--- config.mk ---
export PLATFORM = sky130hd
export DESIGN_NAME = fieldbus_master_status
export DESIGN_NICKNAME = d
export VERILOG_FILES = /design/src/fbm_pkg.sv /design/src/fieldbus_master_status.sv /design/src/backoff_timer.sv
export VERILOG_INCLUDE_DIRS = /design/src
export SDC_FILE = /design/constraint.sdc
export NUM_CORES = 2
export LEC_CHECK = 0
export ABC_AREA = 1
export BUFFER_PORTS_ARGS = -buffer_cell sky130_fd_sc_hd__buf_2
export CAP_MARGIN = 0
export CORE_AREA = 2 2 389 391
export CTS_CLUSTER_DIAMETER = 100
export DETAILED_ROUTE_END_ITERATION = 10
export DIE_AREA = 0 0 391 393
export PLACE_DENSITY = 0.46
export SYNTH_ARGS = -nofsm -noshare
export SYNTH_HDL_FRONTEND = slang
export SYNTH_SLANG_ARGS = --single-unit
--- constraint.sdc ---
create_clock -name i_clk -period 10.39 [get_ports i_clk]
set_input_delay 0.5195 -clock i_clk [delete_from_list [all_inputs] [get_ports i_clk]]
set_output_delay 0.5195 -clock i_clk [all_outputs]
set_load 0.05 [all_outputs]
--- src/fbm_defines.svh ---
`ifndef FBM_DEFINES_SVH
`define FBM_DEFINES_SVH

// node maps and station addressing
`define NODE_MAP_W       128
`define NODE_ADDR_W      7
`define NODE_ADDR_MAX    7'h7e
`define NODE_VALID_MASK  {1'b0, {127{1'b1}}}
`define NODE_COUNT_W     8

// bus state command encodings
`define CMD_OFFLINE      8'h00
`define CMD_HALT         8'h01
`define CMD_CLEAR        8'h02
`define CMD_OPERATE      8'h03

// signature width and reset value, connection count width
`define SIGNATURE_W      16
`define SIGNATURE_RST    16'h0000
`define CONN_COUNT_W     8

// timing
`define CLK_PERIOD_NS    10
`define BACKOFF_TIME_S   5
`define BACKOFF_CYCLES   (`BACKOFF_TIME_S * 64'd1000000000 / `CLK_PERIOD_NS)
`define BACKOFF_CNT_W    32

`endif

--- src/fbm_pkg.sv ---
`include "fbm_defines.svh"

package fbm_pkg;

  typedef enum logic [1:0]
  {
    ST_OFFLINE,
    ST_HALTED,
    ST_CLEAR,
    ST_OPERATE
  } bus_state_t;

  typedef struct packed
  {
    logic                     valid;
    logic [`NODE_ADDR_W-1:0]  addr;
    logic                     online;
    logic                     exchanging;
    logic                     alarm;
    logic                     diag;
  } node_update_t;

  typedef struct packed
  {
    logic config_loaded_flag;
    logic owned_flag;
    logic station_address_conflict;
    logic bus_fault_flag;
    logic slave_comm_fault_flag;
    logic state_offline_ind;
    logic state_halted_ind;
    logic state_clear_ind;
    logic state_operate_ind;
    logic slave_emulation_flag;
  } status_flags_t;

  typedef struct packed
  {
    bus_state_t                state;
    status_flags_t             flags;
    logic [`SIGNATURE_W-1:0]   signature;
    logic [`NODE_COUNT_W-1:0]  count;
    logic [`NODE_MAP_W-1:0]    online;
    logic [`NODE_MAP_W-1:0]    exch;
    logic [`NODE_MAP_W-1:0]    alarm;
    logic [`NODE_MAP_W-1:0]    diag;
    logic [`NODE_MAP_W-1:0]    allow;
    logic                      comm_en;
    logic                      out_en;
    logic                      backoff_start;
  } master_state_t;

  typedef struct packed
  {
    logic [`BACKOFF_CNT_W-1:0] cnt;
    logic                      busy;
    logic                      done;
  } timer_state_t;

endpackage

--- src/fieldbus_master_status.sv ---
`timescale 1ns/1ps
`include "fbm_defines.svh"

// What this block does
// (RULE_01) config-loaded flag is 1 while a configuration executes, else 0.
// (RULE_02) owned only while host connection count equals configured count.
// (RULE_03) address conflict sets conflict flag, enters back-off, bus silent.
// (RULE_04) back-off lasts 5 s; repeats while the conflicting master remains.
// (RULE_05) bus-fault flag is 1 while a network fault is detected.
// (RULE_06) slave-fault flag is 1 while any expected slave is not exchanging; code sets it only in clear or operate with the bus enabled.
// (RULE_07) offline state: offline indication set, no bus communication.
// (RULE_08) stop state: bus traffic but no process data; halted indication.
// (RULE_09) clear state: slaves polled, no output data sent; clear indication.
// (RULE_10) operate state: full process data exchange; operate indication set.
// (RULE_11) slave-emulation flag is 1 while acting as emulated slaves.
// (RULE_12) 16-bit signature of running configuration, updated on activation.
// (RULE_13) 128-bit online map, bit n for station n, stations 0 to 126.
// (RULE_14) exchange map bit is 1 only while station online and exchanging.
// (RULE_15) alarm map bit is 1 while the station holds an alarm to unload.
// (RULE_16) diag map bit is 1 while the station holds diagnostics to unload.
// (RULE_17) host commands bus state: 0 offline, 1 stop, 2 clear, 3 operate.
// (RULE_18) data exchange only with configured stations whose enable bit is 1.
// (RULE_19) exactly one of the four state indications is 1 at any time.
// (RULE_20) 8-bit node count equals the number of bits set in online map.

module fieldbus_master_status
#(
  parameter logic [`BACKOFF_CNT_W-1:0] BACKOFF_CYCLES =
    `BACKOFF_CNT_W'(`BACKOFF_CYCLES)
)
(
  // clock and reset
  input  wire logic                        i_clk,
  input  wire logic                        i_rst,
  // configuration
  input  wire logic                        i_config_loaded,
  input  wire logic                        i_config_activate,
  input  wire logic [`SIGNATURE_W-1:0]     i_config_signature,
  input  wire logic [`CONN_COUNT_W-1:0]    i_cfg_conn_count,
  input  wire logic [`NODE_MAP_W-1:0]      i_node_configured,
  input  wire logic                        i_slave_mode,
  // host controller
  input  wire logic [`CONN_COUNT_W-1:0]    i_host_conn_count,
  input  wire logic [7:0]                  i_bus_state_command,
  input  wire logic [`NODE_MAP_W-1:0]      i_node_enable_map,
  // protocol engine events
  input  wire logic                        i_dup_detect,
  input  wire logic                        i_bus_fault,
  input  wire fbm_pkg::node_update_t       i_node_upd,
  // status toward the host
  output fbm_pkg::status_flags_t           o_status,
  output logic [`SIGNATURE_W-1:0]          o_config_signature,
  output logic [`NODE_COUNT_W-1:0]         o_online_node_count,
  output logic [`NODE_MAP_W-1:0]           o_node_online_map,
  output logic [`NODE_MAP_W-1:0]           o_node_exchange_map,
  output logic [`NODE_MAP_W-1:0]           o_node_alarm_map,
  output logic [`NODE_MAP_W-1:0]           o_node_diag_map,
  // control toward the protocol engine
  output logic                             o_bus_comm_en,
  output logic                             o_output_enable,
  output logic [`NODE_MAP_W-1:0]           o_exchange_allow
);

  fbm_pkg::master_state_t q;
  fbm_pkg::master_state_t d;
  logic                   timer_done;
  logic                   data_ok;
  logic [`NODE_MAP_W-1:0] expected;

  function automatic logic [`NODE_COUNT_W-1:0] ones_in
  (
    input logic [`NODE_MAP_W-1:0] m
  );
    logic [`NODE_COUNT_W-1:0] c;
    c = '0;
    for (int i = 0; i < `NODE_MAP_W; i++)
      c = c + `NODE_COUNT_W'(m[i]);
    return c;
  endfunction

  backoff_timer
  #(
    .CYCLES (BACKOFF_CYCLES)
  )
  u_backoff
  (
    .i_clk   (i_clk),
    .i_rst   (i_rst),
    .i_start (q.backoff_start),
    .o_busy  (),
    .o_done  (timer_done)
  );

  always_comb
  begin
    d               = q;
    d.backoff_start = 1'b0;
    data_ok         = 1'b0;
    expected        = '0;

    // (RULE_01) config loaded flag
    d.flags.config_loaded_flag = i_config_loaded;

    // (RULE_02) ownership by connection count
    d.flags.owned_flag = i_config_loaded
                         && (i_cfg_conn_count != '0)
                         && (i_host_conn_count == i_cfg_conn_count);

    // (RULE_12) signature follows activation
    if (i_config_activate)
      d.signature = i_config_signature;

    // (RULE_03) conflict detection enters back-off
    if (i_dup_detect && !q.flags.station_address_conflict)
    begin
      d.flags.station_address_conflict = 1'b1;
      d.backoff_start                  = 1'b1;
    end
    // (RULE_04) re-enter back-off while conflict remains
    else if (q.flags.station_address_conflict && timer_done)
    begin
      if (i_dup_detect)
        d.backoff_start = 1'b1;
      else
        d.flags.station_address_conflict = 1'b0;
    end

    // (RULE_17) host command selects bus state
    if (!i_config_loaded)
      d.state = fbm_pkg::ST_OFFLINE;
    else
    begin
      unique case (i_bus_state_command)
        `CMD_OFFLINE: d.state = fbm_pkg::ST_OFFLINE;
        `CMD_HALT:    d.state = fbm_pkg::ST_HALTED;
        `CMD_CLEAR:   d.state = fbm_pkg::ST_CLEAR;
        `CMD_OPERATE: d.state = fbm_pkg::ST_OPERATE;
        default:      d.state = q.state;
      endcase
    end

    // (RULE_19) one-hot state indications
    d.flags.state_offline_ind = (d.state == fbm_pkg::ST_OFFLINE);
    d.flags.state_halted_ind  = (d.state == fbm_pkg::ST_HALTED);
    d.flags.state_clear_ind   = (d.state == fbm_pkg::ST_CLEAR);
    d.flags.state_operate_ind = (d.state == fbm_pkg::ST_OPERATE);

    // (RULE_07) offline or back-off keeps the bus silent
    d.comm_en = !d.flags.state_offline_ind
                && !d.flags.station_address_conflict;
    // (RULE_09) outputs reach slaves only in operate
    d.out_en  = d.comm_en && d.flags.state_operate_ind;

    // (RULE_08) no process data while halted
    data_ok = d.comm_en
              && (d.flags.state_clear_ind || d.flags.state_operate_ind);
    // (RULE_18) configured and enabled stations only
    expected = i_node_configured & i_node_enable_map & `NODE_VALID_MASK;
    // (RULE_10) exchange with every expected slave
    d.allow  = data_ok ? expected : '0;

    // (RULE_13) per-station updates, station 127 ignored
    if (i_node_upd.valid && (i_node_upd.addr <= `NODE_ADDR_MAX))
    begin
      d.online[i_node_upd.addr] = i_node_upd.online;
      d.exch[i_node_upd.addr]   = i_node_upd.online
                                  && i_node_upd.exchanging;
      // (RULE_15) alarm pending per station
      d.alarm[i_node_upd.addr]  = i_node_upd.online && i_node_upd.alarm;
      // (RULE_16) diagnostics pending per station
      d.diag[i_node_upd.addr]   = i_node_upd.online && i_node_upd.diag;
    end
    if (!d.comm_en)
    begin
      d.online = '0;
      d.alarm  = '0;
      d.diag   = '0;
    end
    d.online = d.online & `NODE_VALID_MASK;
    // (RULE_14) exchange implies online and permitted
    d.exch   = d.exch & d.online & d.allow;

    // (RULE_20) node count from the new online map
    d.count = ones_in(d.online);

    // (RULE_05) network fault level
    d.flags.bus_fault_flag = i_bus_fault;
    // (RULE_06) an expected slave not exchanging
    d.flags.slave_comm_fault_flag = data_ok && |(expected & ~d.exch);
    // (RULE_11) slave emulation mode
    d.flags.slave_emulation_flag = i_slave_mode && i_config_loaded;
  end

  always_ff @(posedge i_clk)
  begin
    if (i_rst)
    begin
      q                         <= '0;
      q.state                   <= fbm_pkg::ST_OFFLINE;
      q.flags.state_offline_ind <= 1'b1;
      q.signature               <= `SIGNATURE_RST;
    end
    else
      q <= d;
  end

  assign o_status            = q.flags;
  assign o_config_signature  = q.signature;
  assign o_online_node_count = q.count;
  assign o_node_online_map   = q.online;
  assign o_node_exchange_map = q.exch;
  assign o_node_alarm_map    = q.alarm;
  assign o_node_diag_map     = q.diag;
  assign o_bus_comm_en       = q.comm_en;
  assign o_output_enable     = q.out_en;
  assign o_exchange_allow    = q.allow;

  state_onehot_a: assert property ( // RULE_19
    @(posedge i_clk) disable iff (i_rst)
    $onehot({o_status.state_offline_ind, o_status.state_halted_ind,
             o_status.state_clear_ind, o_status.state_operate_ind}))
    else $error("state indications not one-hot");

  node_count_a: assert property ( // RULE_20
    @(posedge i_clk) disable iff (i_rst)
    o_online_node_count == `NODE_COUNT_W'($countones(o_node_online_map)))
    else $error("node count differs from online map");

  offline_silent_a: assert property ( // RULE_07
    @(posedge i_clk) disable iff (i_rst)
    o_status.state_offline_ind |-> !o_bus_comm_en && o_exchange_allow == '0)
    else $error("bus active while offline");

  halted_no_data_a: assert property ( // RULE_08
    @(posedge i_clk) disable iff (i_rst)
    o_status.state_halted_ind |-> o_exchange_allow == '0
      && o_node_exchange_map == '0)
    else $error("data exchange while halted");

  clear_no_output_a: assert property ( // RULE_09
    @(posedge i_clk) disable iff (i_rst)
    o_status.state_clear_ind |-> !o_output_enable)
    else $error("outputs sent in clear state");

  exchange_online_a: assert property ( // RULE_14
    @(posedge i_clk) disable iff (i_rst)
    (o_node_exchange_map & ~o_node_online_map) == '0)
    else $error("exchanging station not online");

  conflict_entry_a: assert property ( // RULE_03
    @(posedge i_clk) disable iff (i_rst)
    !i_rst && i_dup_detect && !o_status.station_address_conflict |=>
      o_status.station_address_conflict && !o_bus_comm_en)
    else $error("conflict did not silence the bus");

  owned_match_a: assert property ( // RULE_02
    @(posedge i_clk) disable iff (i_rst)
    o_status.owned_flag |->
      $past(i_host_conn_count) == $past(i_cfg_conn_count))
    else $error("owned without matching connections");

  operate_cmd_a: assert property ( // RULE_10
    @(posedge i_clk) disable iff (i_rst)
    !i_rst && i_config_loaded && i_bus_state_command == `CMD_OPERATE |=>
      o_status.state_operate_ind)
    else $error("operate command not reflected");

  enable_gate_a: assert property ( // RULE_18
    @(posedge i_clk) disable iff (i_rst)
    (o_exchange_allow & ~$past(i_node_enable_map)) == '0)
    else $error("exchange allowed for disabled node");

  fault_follow_a: assert property ( // RULE_05
    @(posedge i_clk) disable iff (i_rst)
    !i_rst |=> o_status.bus_fault_flag == $past(i_bus_fault))
    else $error("bus fault flag does not follow fault");

  config_flag_a: assert property ( // RULE_01
    @(posedge i_clk) disable iff (i_rst)
    !i_rst |=> o_status.config_loaded_flag == $past(i_config_loaded))
    else $error("config flag does not follow load state");

  unloaded_offline_a: assert property ( // RULE_17
    @(posedge i_clk) disable iff (i_rst)
    !i_rst && !i_config_loaded |=>
      o_status.state_offline_ind && o_node_online_map == '0)
    else $error("no configuration but bus not offline");

  slave_fault_a: assert property ( // RULE_06
    @(posedge i_clk) disable iff (i_rst)
    o_status.slave_comm_fault_flag
      == |(o_exchange_allow & ~o_node_exchange_map))
    else $error("slave fault flag disagrees with exchange map");

  emulation_flag_a: assert property ( // RULE_11
    @(posedge i_clk) disable iff (i_rst)
    !i_rst |=> o_status.slave_emulation_flag
      == $past(i_slave_mode && i_config_loaded))
    else $error("slave emulation flag wrong");

  signature_load_a: assert property ( // RULE_12
    @(posedge i_clk) disable iff (i_rst)
    !i_rst && i_config_activate |=>
      o_config_signature == $past(i_config_signature))
    else $error("signature not taken on activation");

  conflict_hold_a: assert property ( // RULE_04
    @(posedge i_clk) disable iff (i_rst)
    o_status.station_address_conflict && i_dup_detect |=>
      o_status.station_address_conflict)
    else $error("conflict cleared while duplicate still seen");

endmodule

--- src/backoff_timer.sv ---
`timescale 1ns/1ps
`include "fbm_defines.svh"

module backoff_timer
#(
  parameter logic [`BACKOFF_CNT_W-1:0] CYCLES =
    `BACKOFF_CNT_W'(`BACKOFF_CYCLES)
)
(
  // clock and reset
  input  wire logic i_clk,
  input  wire logic i_rst,
  // control
  input  wire logic i_start,
  // status
  output logic      o_busy,
  output logic      o_done
);

  fbm_pkg::timer_state_t q;
  fbm_pkg::timer_state_t d;

  always_comb
  begin
    d      = q;
    d.done = 1'b0;
    if (i_start)
    begin
      d.cnt  = CYCLES - `BACKOFF_CNT_W'(1);
      d.busy = 1'b1;
    end
    else if (q.busy)
    begin
      if (q.cnt == '0)
      begin
        d.busy = 1'b0;
        d.done = 1'b1;
      end
      else
      begin
        d.cnt = q.cnt - `BACKOFF_CNT_W'(1);
      end
    end
  end

  always_ff @(posedge i_clk)
  begin
    if (i_rst)
      q <= '0;
    else
      q <= d;
  end

  assign o_busy = q.busy;
  assign o_done = q.done;

  // each busy cycle counts down by one, then ends with a done pulse
  timer_length_a: assert property (@(posedge i_clk) disable iff (i_rst)
    q.busy && !i_start |=>
      ($past(q.cnt) == '0)
        ? (q.done && !q.busy)
        : (q.busy && q.cnt == $past(q.cnt) - `BACKOFF_CNT_W'(1)))
    else $error("back-off timer skipped a count");

endmodule

==> impl_metrics.env <==
export IMPL_start_kind="flip-flop"
export IMPL_cp_max_fo=11
export IMPL_drt_pass1_iterations=6
export IMPL_grt_pass1_wl_um=231000
export IMPL_seq_area_frac_synth=0.385
export IMPL_clk_pin_slew_ps=60
export IMPL_cts_setup_buffers=0
export IMPL_floorplan_initialDensity=0.248
export IMPL_wl_per_cell_um=22.7
export IMPL_min_path_cells=3
export IMPL_rsz0062_at_grt="no"
export IMPL_finalMaxSlewViolations=0
export IMPL_syn_avg_cell_area_sq_um=7.35
export IMPL_area_delta_synth_final_pct=15.6
export IMPL_cp_required_ps=11020
export IMPL_tightestPinTransition_ps=1000
export IMPL_antenna_found_initial=19
export IMPL_final_instance_count_excl_fill=7384
export IMPL_cts_made_buffers=91
export IMPL_critPathKind="reg -> reg"
export IMPL_die_area_sq_um=154000
export IMPL_ys_seq_elements=710
export IMPL_critPathLaunch="o_status[7]"
export IMPL_synthTopCellsByArea="dfxtp_1 38%, buf_4 14%, nor2_1 12%"
export IMPL_hold_start="i_node_configured[115]"
export IMPL_die_x_um=391
export IMPL_drv_cap=0
export IMPL_place_inst=7187
export IMPL_crit_top_cell="fa_1"
export IMPL_totalWireLength_um=168000
export IMPL_finalClockSkew_ps=27.2
export IMPL_min_period_over_period=0.872
export IMPL_rr_startpoint="o_status[7]"
export IMPL_synth_area_sq_um=36900
export IMPL_status="finished clean"
export IMPL_coreArea_sq_um=149000
export IMPL_dr_total_vias=32200
export IMPL_die_h_um=393
export IMPL_io_pins=991
export IMPL_worst_r2r_path_depth=28
export IMPL_max_freq_mhz=110
export IMPL_synthDistinctLibCells=41
export IMPL_ant_nets=0
export IMPL_grt_remaining_overflow=0
export IMPL_netlist_instances=5030
export IMPL_fin_nets=5814
export IMPL_crit_path_end_kind="flip-flop"
export IMPL_critPathMaxStageDelay_ps=610
export IMPL_period_minus_slack_ps=9060
export IMPL_clock_sinks=710
export IMPL_cts_tree="yes"
export IMPL_setup_viol=0
export IMPL_dpl_hpwl_um=133000
export IMPL_maxSlewHeadroom=0.332
export IMPL_grt_pass1_vias=30500
export IMPL_arrival_ps=9690
export IMPL_worstHoldPathType="in -> reg"
export IMPL_rows=142
export IMPL_vdd_drop_max_mv=0.125
export IMPL_drc_errors=0
export IMPL_h_tree_depth=3
export IMPL_clk_path_buf_depth=3
export IMPL_drive_above_1_share=0.232
export IMPL_crit_slowest_cell="fa_1"
export IMPL_synth_top_area_cell="dfxtp_1"
export IMPL_place_congestion=0.845
export IMPL_powerDensity_nw_per_um2=152
export IMPL_io_buffers=985
export IMPL_finalHoldViolations=0
export IMPL_grt_max_degree=77
export IMPL_viasPerCell=4.36
export IMPL_drt_iter0_drc=1862
export IMPL_yosysWarnings=0
export IMPL_tns_ps=0
export IMPL_cts_root_buf="clkbuf_16"
export IMPL_grt_use_total=0.213
export IMPL_p_leak_nw=19.6
export IMPL_synth_top_cell_area_share=0.385
export IMPL_clk_latency_ps=720
export IMPL_cts_resized_gates=0
[critical path: cells and delay by family (launching register included)]
family | cells | cell delay, ps
AOI/OAI and AO/OA | 4 | 1000
adders and majority gates | 12 | 6070
buffers and inverters | 5 | 400
DFF | 1 | 320
and+or+nand+nor | 7 | 1150
[layout make-up]
type / instances / area, sq um
diodes: 7 / 17.5
clock buffers: 131 / 2690
clock inverters: 37 / 453
fillers: 16600 / 107000
inverters: 516 / 1940
multi-input cells: 2949 / 15100
flip-flops and latches: 710 / 14200
well taps: 1944 / 2430
repair buffers: 1090 / 5830
[cell usage after synthesis, drive strengths merged]
library cell,instances
nor2,1163
nand2,792
buf,720
dfxtp,710
inv,515
o21ai,210
a211oi,204
a21oi,178
clkbuf,137
fa,114
nor3,85
nand3,53
nor4,37
nand4,36
ha,27
o21bai,14
xnor2,8
or2,5
o21a,4
a31oi,3
and3,2
nand3b,2
o22ai,2
xor2,2
a221o,1
a22oi,1
and2,1
clkinv,1
conb,1
o2111ai,1
o311ai,1
[metal layers]
| layer | routed length [um] | GRT usage |
|---|---|---|
| met1 | 70900 | 0.265 |
| met2 | 82000 | 0.370 |
| met3 | 10800 | 0.0442 |
| met4 | 4160 | 0.0586 |
| met5 | 63 | 0 |
[repair_timing]
action | CTS | global route
hold buffers | 22 | 0
hold endpoints to repair | 22 | 0
endpoints found under the setup margin | 0 | 0
[per-stage QoR]
stage	setup WS [ps]	utilization	power, mW	hold WS, ps	instance area, sq um
2_1_floorplan	2050	-	3.02	409	37000
3_3_place_gp	601	0.264	3.21	417	39300
3_5_place_dp	640	0.264	3.21	419	39300
4_1_cts	1240	0.286	6.59	1.08	42700
5_1_grt	930	0.286	6.73	46.6	42700
6_report	1330	0.286	6.49	66.7	42700
[cells by family (layout without fill, tap and decap cells)]
| group | count (synthesis) | in the layout | synth area share |
|---|---|---|---|
| and+or+nand+nor | 2176 | 2176 | 0.233 |
| xor gates and xnor gates | 10 | 10 | 0.00237 |
| DFF | 710 | 710 | 0.385 |
| AOI/OAI and AO/OA | 619 | 619 | 0.0996 |
| adders and majority gates | 141 | 141 | 0.0709 |
| other | 1 | 10 | 0.000101 |
| buffers and inverters | 1373 | 1774 | 0.209 |
[placed cells by master (no fill, tap or decap), types with 4 or more instances in the layout]
master | synthesis | final
a211oi_1 | 204 | 204
a21oi_1 | 177 | 177
buf_2 | 39 | 983
buf_4 | 674 | 80
bufinv_16 | 0 | 7
clkbuf_1 | 137 | 15
clkbuf_16 | 0 | 92
clkbuf_8 | 0 | 24
clkinv_2 | 0 | 13
clkinvlp_4 | 0 | 5
dfxtp_1 | 710 | 710
diode_2 | 0 | 7
dlygate4sd3_1 | 0 | 22
fa_1 | 114 | 114
ha_1 | 27 | 27
inv_1 | 511 | 508
inv_2 | 4 | 6
inv_8 | 0 | 6
nand2_1 | 790 | 785
nand2_4 | 0 | 6
nand3_1 | 53 | 51
nand4_1 | 33 | 33
nor2_1 | 1152 | 1150
nor2_2 | 10 | 10
nor3_1 | 84 | 84
nor4_1 | 37 | 37
o21a_1 | 4 | 4
o21ai_0 | 205 | 205
o21ai_1 | 5 | 5
o21bai_1 | 14 | 14
or2_2 | 5 | 5
xnor2_1 | 8 | 8
[report_power, final]
part	internal [mW]	switching, mW	leakage, nW
Sequential	2.74	0.0117	5.73
Combinational	0.115	0.288	12.3
Clock	1.98	1.36	1.54
[worst paths after layout]
kind         slack, ps                endpoint
min reg2reg        430               flip-flop
max reg2reg       1330  o_online_node_count[6]
min                 70   o_exchange_allow[115]
max               1330  o_online_node_count[6]
(Power assumes the default switching activity.)
